## config.mk

```make
export PLATFORM = sky130hd
export DESIGN_NAME = abu_top
export DESIGN_NICKNAME = d
export VERILOG_FILES = /design/src/design/abu_pkg.sv /design/src/design/abu_rst_sync.sv /design/src/design/abu_evt_irq.sv /design/src/design/abu_top.sv
export SDC_FILE = /design/constraint.sdc
export NUM_CORES = 1
export LEC_CHECK = 0
export BUFFER_PORTS_ARGS = -buffer_cell sky130_fd_sc_hd__buf_2
export CAP_MARGIN = 15
export CORE_ASPECT_RATIO = 0.5
export CORE_UTILIZATION = 47
export CTS_BUF_LIST = sky130_fd_sc_hd__clkbuf_8
export DETAILED_ROUTE_END_ITERATION = 12
export GPL_ROUTABILITY_DRIVEN = 1
export GPL_TIMING_DRIVEN = 1
export PLACE_DENSITY = 0.86
export SLEW_MARGIN = 20
export SYNTH_ARGS = -nofsm -noshare
export SYNTH_HDL_FRONTEND = slang
export SYNTH_SLANG_ARGS = --single-unit
```

## constraint.sdc

```tcl
create_clock -name clk_sys -period 1.7 [get_ports clk_sys]
set_input_delay 0.17 -clock clk_sys [delete_from_list [all_inputs] [get_ports clk_sys]]
set_output_delay 0.17 -clock clk_sys [all_outputs]
set_load 0.01 [all_outputs]
```

## src/design/abu_pkg.sv

```systemverilog
// Package of the address breakpoint unit: register map, fields, reset values.
// Assumes a 32-bit APB with byte addresses four times the register index.
package abu_pkg;
	localparam int unsigned ABU_ADDR_W = 20;
	// Register indices; the byte address is four times the index
	localparam logic [15:0] ABU_IDX_WAIT_EXIT = 16'hfe00;
	localparam logic [15:0] ABU_IDX_ADDR_HIGH = 16'hfe0c;
	localparam logic [15:0] ABU_IDX_ADDR_LOW = 16'hfe0d;
	localparam logic [15:0] ABU_IDX_STAT_CTRL = 16'hfe0e;
	localparam logic [15:0] ABU_IDX_IRQ_STATUS = 16'hfe10;
	localparam logic [15:0] ABU_IDX_IRQ_ENABLE = 16'hfe11;
	localparam logic [15:0] ABU_IDX_IRQ_CLEAR = 16'hfe12;
	// Field positions
	localparam int unsigned ABU_BIT_MATCH_EN = 7;
	localparam int unsigned ABU_BIT_ACTIVE = 6;
	localparam int unsigned ABU_BIT_WAIT_EXIT = 1;
	// Interrupt status bits
	localparam int unsigned ABU_EVT_MATCH = 0;
	localparam int unsigned ABU_EVT_FORCE = 1;
	localparam int unsigned ABU_EVT_WAIT = 2;
	localparam int unsigned ABU_EVT_N = 3;
	// Reset values
	localparam logic [7:0] ABU_RST_BYTE = 8'h00;
	localparam logic [2:0] ABU_RST_EVT = 3'h0;
endpackage

```

## src/design/abu_rst_sync.sv

```systemverilog
// Reset release synchroniser for the breakpoint unit.
// Assumes resetn may drop at any time; release is aligned to clk_sys.
`timescale 1ns/1ps
module abu_rst_sync (
	input wire logic clk_sys,
	input wire logic resetn,
	output logic rstSyncN
);
	logic stage1_q;
	logic stage2_q;

	// Assert at once, release after two edges so no flop sees a ragged release
	always_ff @(posedge clk_sys or negedge resetn) begin
		if (!resetn) begin
			stage1_q <= 1'b0;
			stage2_q <= 1'b0;
		end else begin
			stage1_q <= 1'b1;
			stage2_q <= stage1_q;
		end
	end

	assign rstSyncN = stage2_q;
endmodule

```

## src/design/abu_evt_irq.sv

```systemverilog
// Sticky event status, enable and write-one-to-clear, merged to one level irq.
// Assumes event pulses and register strobes come from the clk_sys domain.
`timescale 1ns/1ps
module abu_evt_irq (
	input wire logic clk_sys,
	input wire logic rstN,
	input wire logic [abu_pkg::ABU_EVT_N-1:0] evtPulse,
	input wire logic enWrite,
	input wire logic clrWrite,
	input wire logic [abu_pkg::ABU_EVT_N-1:0] wrData,
	output logic [abu_pkg::ABU_EVT_N-1:0] status,
	output logic [abu_pkg::ABU_EVT_N-1:0] enable,
	output logic irq
);
	logic [abu_pkg::ABU_EVT_N-1:0] status_q;
	logic [abu_pkg::ABU_EVT_N-1:0] status_d;
	logic [abu_pkg::ABU_EVT_N-1:0] enable_q;
	wire [abu_pkg::ABU_EVT_N-1:0] clrMask = clrWrite ? wrData : '0;

	// A new event outranks a clear in the same cycle
	assign status_d = (status_q & ~clrMask) | evtPulse;

	always_ff @(posedge clk_sys or negedge rstN) begin
		if (!rstN) begin
			status_q <= abu_pkg::ABU_RST_EVT;
			enable_q <= abu_pkg::ABU_RST_EVT;
		end else begin
			status_q <= status_d;
			if (enWrite) begin
				enable_q <= wrData;
			end
		end
	end

	assign status = status_q;
	assign enable = enable_q;
	assign irq = |(status_q & enable_q);
endmodule

```

## src/design/abu_top.sv

```systemverilog
// Address breakpoint unit: breakpoint address bytes, status/control, wait-exit flag,
// event interrupt block and an APB slave. Assumes the CPU address, its valid strobe
// and the wait indication come from logic on clk_sys, so they are not synchronised.
// Notes on behaviour
// - A CPU address equal to the breakpoint address sets the break-active flag.
// - Software writing one to the break-active flag raises a break request.
// - Reset clears the break-active flag; it reads one after a match or a software force, else zero.
// - The breakpoint address is held as a high byte and a low byte.
// - Both breakpoint address bytes reset to zero.
// - A break that ends wait mode sets the wait-exit flag.
// - Writing zero clears the wait-exit flag; writing one leaves it alone.
`timescale 1ns/1ps
module abu_top (
	input wire logic clk_sys,
	input wire logic resetn,
	input wire logic psel,
	input wire logic penable,
	input wire logic pwrite,
	input wire logic [abu_pkg::ABU_ADDR_W-1:0] paddr,
	input wire logic [31:0] pwdata,
	output logic [31:0] prdata,
	output logic pready,
	output logic pslverr,
	input wire logic [15:0] cpuAddr,
	input wire logic cpuAddrValid,
	input wire logic cpuWaitMode,
	output logic breakReq,
	output logic waitExitReq,
	output logic irq
);
	logic rstN;
	logic [7:0] addrHigh_q;
	logic [7:0] addrLow_q;
	logic matchEnable_q;
	logic breakActive_q;
	logic breakActive_d;
	logic waitExit_q;
	logic waitExit_d;
	logic [31:0] prdata_q;
	logic [abu_pkg::ABU_EVT_N-1:0] evtStatus;
	logic [abu_pkg::ABU_EVT_N-1:0] evtEnable;
	logic [abu_pkg::ABU_EVT_N-1:0] evtPulse;

	// Register hit test, shared by every register decode below
	function automatic logic regHit(input logic [abu_pkg::ABU_ADDR_W-1:0] a, input logic [15:0] idx);
		regHit = (a[1:0] == 2'h0) && (a[abu_pkg::ABU_ADDR_W-1:2] == {2'h0, idx});
	endfunction

	abu_rst_sync uRst (
		.clk_sys(clk_sys),
		.resetn(resetn),
		.rstSyncN(rstN)
	);

	// Bus phase decode; zero wait states, so every access completes in its first access cycle
	wire setupPhase = psel && !penable;
	wire accessPhase = psel && penable;
	wire hitWaitExit = regHit(paddr, abu_pkg::ABU_IDX_WAIT_EXIT);
	wire hitHigh = regHit(paddr, abu_pkg::ABU_IDX_ADDR_HIGH);
	wire hitLow = regHit(paddr, abu_pkg::ABU_IDX_ADDR_LOW);
	wire hitCtrl = regHit(paddr, abu_pkg::ABU_IDX_STAT_CTRL);
	wire hitIrqSt = regHit(paddr, abu_pkg::ABU_IDX_IRQ_STATUS);
	wire hitIrqEn = regHit(paddr, abu_pkg::ABU_IDX_IRQ_ENABLE);
	wire hitIrqClr = regHit(paddr, abu_pkg::ABU_IDX_IRQ_CLEAR);
	wire anyHit = hitWaitExit | hitHigh | hitLow | hitCtrl | hitIrqSt | hitIrqEn | hitIrqClr;
	wire wrStrobe = accessPhase && pwrite && anyHit;
	wire wrHigh = wrStrobe && hitHigh;
	wire wrLow = wrStrobe && hitLow;
	wire wrCtrl = wrStrobe && hitCtrl;
	wire wrWaitExit = wrStrobe && hitWaitExit;

	assign pready = 1'b1;
	assign pslverr = accessPhase && !anyHit; // Unmapped index answers with an error

	// Match against the programmed target, gated by the enable bit
	wire [15:0] bkptAddr = {addrHigh_q, addrLow_q};
	wire addrMatch = matchEnable_q && cpuAddrValid && (cpuAddr == bkptAddr);
	wire swForce = wrCtrl && pwdata[abu_pkg::ABU_BIT_ACTIVE];
	wire swClear = wrCtrl && !pwdata[abu_pkg::ABU_BIT_ACTIVE];
	wire breakEvent = addrMatch || swForce;

	// Set wins over a software clear in the same cycle so a match is never lost
	assign breakActive_d = addrMatch ? 1'b1 :
		swForce ? 1'b1 :
		swClear ? 1'b0 : breakActive_q;

	// A break taken while the core waits records the wait exit
	wire waitExitSet = breakEvent && cpuWaitMode;
	wire waitExitClr = wrWaitExit && !pwdata[abu_pkg::ABU_BIT_WAIT_EXIT];
	assign waitExit_d = waitExitSet ? 1'b1 : (waitExitClr ? 1'b0 : waitExit_q);

	// Breakpoint address bytes
	always_ff @(posedge clk_sys or negedge rstN) begin
		if (!rstN) begin
			addrHigh_q <= abu_pkg::ABU_RST_BYTE;
			addrLow_q <= abu_pkg::ABU_RST_BYTE;
		end else begin
			if (wrHigh) begin
				addrHigh_q <= pwdata[7:0];
			end
			if (wrLow) begin
				addrLow_q <= pwdata[7:0];
			end
		end
	end

	// Status/control flags; only bits 7 and 6 exist, the rest are never stored
	always_ff @(posedge clk_sys or negedge rstN) begin
		if (!rstN) begin
			matchEnable_q <= 1'b0;
			breakActive_q <= 1'b0;
			waitExit_q <= 1'b0;
		end else begin
			if (wrCtrl) begin
				matchEnable_q <= pwdata[abu_pkg::ABU_BIT_MATCH_EN];
			end
			breakActive_q <= breakActive_d;
			waitExit_q <= waitExit_d;
		end
	end

	// Read mux for all registers: unimplemented bits read zero
	wire [7:0] ctrlRead = {matchEnable_q, breakActive_q, 6'h00};
	wire [7:0] waitRead = {6'h00, waitExit_q, 1'b0};
	wire [31:0] readMux = hitHigh ? {24'h000000, addrHigh_q} :
		hitLow ? {24'h000000, addrLow_q} :
		hitCtrl ? {24'h000000, ctrlRead} :
		hitWaitExit ? {24'h000000, waitRead} :
		hitIrqSt ? {29'h00000000, evtStatus} :
		hitIrqEn ? {29'h00000000, evtEnable} : 32'h00000000;

	// Read data captured in the setup cycle so it is stable through the access
	always_ff @(posedge clk_sys or negedge rstN) begin
		if (!rstN) begin
			prdata_q <= 32'h00000000;
		end else if (setupPhase && !pwrite) begin
			prdata_q <= readMux;
		end
	end

	assign prdata = prdata_q;
	assign breakReq = breakActive_q;
	assign waitExitReq = waitExit_q;

	// Events: first cycle of a match, a software force, and a wait exit
	assign evtPulse[abu_pkg::ABU_EVT_MATCH] = addrMatch && !breakActive_q;
	assign evtPulse[abu_pkg::ABU_EVT_FORCE] = swForce;
	assign evtPulse[abu_pkg::ABU_EVT_WAIT] = waitExitSet && !waitExit_q;

	abu_evt_irq uIrq (
		.clk_sys(clk_sys),
		.rstN(rstN),
		.evtPulse(evtPulse),
		.enWrite(wrStrobe && hitIrqEn),
		.clrWrite(wrStrobe && hitIrqClr),
		.wrData(pwdata[abu_pkg::ABU_EVT_N-1:0]),
		.status(evtStatus),
		.enable(evtEnable),
		.irq(irq)
	);
endmodule

```

==> run summary <==
Outcome: complete, but fails checks
Failing checks: setup timing
FILL cells: 341
Final ANT Viol Nets: 0
Share of cells above drive strength 1: 46.13%
RSZ-0062 raised after global routing: yes
GPL Wtd Cong: 0.8275
Int Pwr: 1.248 mW
Power per Cell Area: 587.9 nW/µm²
Area leader, netlist: dfrtp_1
Post-synthesis cell area: 2222 µm²
CTS tree: done
Primary FF master, synth: dfrtp_1
DP HPWL: 4.542 mm
Port Buffers: 62
Clk pwr share: 33.1%
Drt via density: 5.452
Reg2reg setup slack: 130 ps
Post-synth top cells: dfrtp_1 (35), buf_4 (25), mux2_2 (15), nand2_1 (15), xnor2_1 (13)
Final nets: 384
WL met1: 2.484 mm
Root Buffer: clkbuf_8
Via count: 2,001
Met3 WL post-DR: 357 µm
Final clock skew: 4.019 ps
Post-synth cell types: 43
Comb pwr share: 16.8%
Switching power: 452.4 µW
Total CTS buffers: 5
Reg power frac: 50.2%
Total GRT Usage: 25.64%
Cells after Synth: 216
Yosys reg bits: 35
Endpoints failing setup: 11
EDFF count, synth: 0
Register area share after synthesis: 39.41%
Synth top area share: 39.41%
Initial DRC Count: 193
Leak pwr: 1.483 nW
PnR worst setup slack: -87.06 ps
Most frequent cell after synthesis: dfrtp_1
Crit Path Class: primary input to flop
Die Wd: 99.24 µm
WL/cell: 16.59 µm
Syn_area_per_cell: 10.29 µm²
Core Util, Final: 64.76%
Row count: 17
Setup crit start kind: primary input
Period minus WS final: 1787 ps
Final worst path period share: 105.1%
Starting Density: 49.75%
Die Y: 50.62 µm
PnR Total Power: 1.701 mW
Area grow syn2layout: 30.18%
Peak supply drop: 0.4389 mV
Drt first pass iters: 4
Max-slew violations: 0
Switching portion of total power: 26.60%
H-Tree Depth: 2
Synth top area cells: dfrtp_1 (39%), buf_4 (8.4%), mux2_2 (7.6%)
WP data required: 1930 ps
Top routing layer in use: met4
WL final: 6.088 mm
Hold violation count in the final report: 0
Largest net degree at the start of global routing: 34
Hold WC Path Type: primary input to flop
Routed wl met2: 3.096 mm
Clk pin slew, worst setup/hold paths: 70 ps
# DRC: 0
Antenna diodes: 0
Async SR Flop Fraction: 100.0%
GRT Residual Overflow: 0
Number of global-route vias before repair: 2,071
Clk_lat worst skew: 280 ps
Die area: 5024 µm²
Critical Path Fanout Max: 3
Crit path DAT: 2010 ps
Core area: 4467 µm²
I/O pins: 112
Clk buf depth: 2
Initial antenna violation count: 0
Synth warn: 0
Max Cap Viol: 0
Max Clk Rate: 559.6 MHz
Setup crit end kind: flop
First-pass GRT wire length: 9.784 mm
CTS Sinks: 35
-- cell families after synthesis --
logic type | after synthesis | share of synthesized area [%]
flops | 35 | 39.41
xor+xnor | 16 | 6.307
compound gates | 25 | 7.771
simple gates | 71 | 19.43
other cells | 2 | 0.3380
mux | 28 | 15.26
buf+inv | 39 | 11.49
-- metrics by stage --
step                setup WS (ps)  setup TNS (ps)  cells  instance area [µm²]  hold WS, ps
floorplan                  -321.2           -2699    240                 2312       -125.6
global placement           -386.6           -5244    356                 2686       -45.58
detailed placement         -441.3           -6450    356                 2686       -37.49
CTS                        -78.22          -593.0    368                 2855        127.0
global route               -151.9           -1552    367                 2893        137.5
finish                     -87.06          -586.7    367                 2893        127.7
-- metal layers --
| metal | GRT usage (%) | vias to the layer above |
|---|---|---|
| met5 | 0 | - |
| met4 | 12.01 | 0 |
| met3 | 4.735 | 17 |
| met2 | 47.34 | 101 |
| met1 | 29.30 | 979 |
| li1 | - | 904 |
-- power groups by stage --
stage	registers, mW	clock network, mW	logic, mW
2_1_floorplan	0.884	0	0.145
3_3_place_gp	0.867	0	0.253
3_5_place_dp	0.869	0	0.264
4_1_cts	0.853	0.564	0.275
5_1_grt	0.853	0.595	0.311
6_report	0.853	0.562	0.285
-- area by class of cell --
cell class | count | area (µm²) | share of cell area [%]
Clock buffer | 5 | 68.82 | 2.379
Clock inverter | 3 | 12.51 | 0.4325
Inverter | 6 | 22.52 | 0.7785
Tap cell | 57 | 71.32 | 2.465
Timing Repair Buffer | 95 | 579.3 | 20.03
Sequential cell | 35 | 875.8 | 30.28
Multi-Input combinational cell | 166 | 1262 | 43.64
-- cell usage in the layout, fill, tap and decap left out, drive strengths merged, types with 2 or more instances in the layout --
master  count
and2        3
o31ai       6
nor3b       2
nor4b       2
dfrtp      35
or4         3
a21oi       4
or3b        2
nand4       6
o21ai       6
or3         2
a221oi      2
nor3        6
nor4        5
conb       26
mux2i       5
mux2       23
inv         8
nand2b      3
nand2      15
xnor2      13
xor2        3
buf        94
clkbuf      5
nor2        9
nand3       8
-- critical path, cell delays in order --
cell and delay, ps:
buf_6 100, nor4b_4 310, nand3_2 130, buf_4 160
buf_4 120, buf_4 150, a2111oi_1 460, buf_4 190
a211o_1 90, o211a_1 140
-- state kept, by name, summed over array words and instances (netlist names), 3 cells and up --
register	flops
prdata	8
uIrq.status	3
addrHigh_q	8
addrLow_q	8
uIrq.enable	3
-- what timing repair did --
item | CTS | global route
setup endpoints to repair | 11 | 16
setup buffers | 3 | 0
pin swaps | 3 | 5
resized for setup | 12 | 15
hold endpoints to repair | 2 | 0
hold buffers | 1 | 0
-- path summary, 6_finish.rpt --
kind,from,cells after the start,to
worst min-delay path,pwdata[4],2,addrHigh_q[4]
worst min register to register,uRst.rstSyncN,1,addrLow_q[0]
worst max register to register,uIrq.status[1],6,prdata[1]
min in group asynchronous,resetn,2,uRst.rstSyncN
worst max-delay path,paddr[8],10,prdata[1]
max in group asynchronous,uRst.rstSyncN,1,uIrq.status[2]
Power figures use the tool's default switching activity.
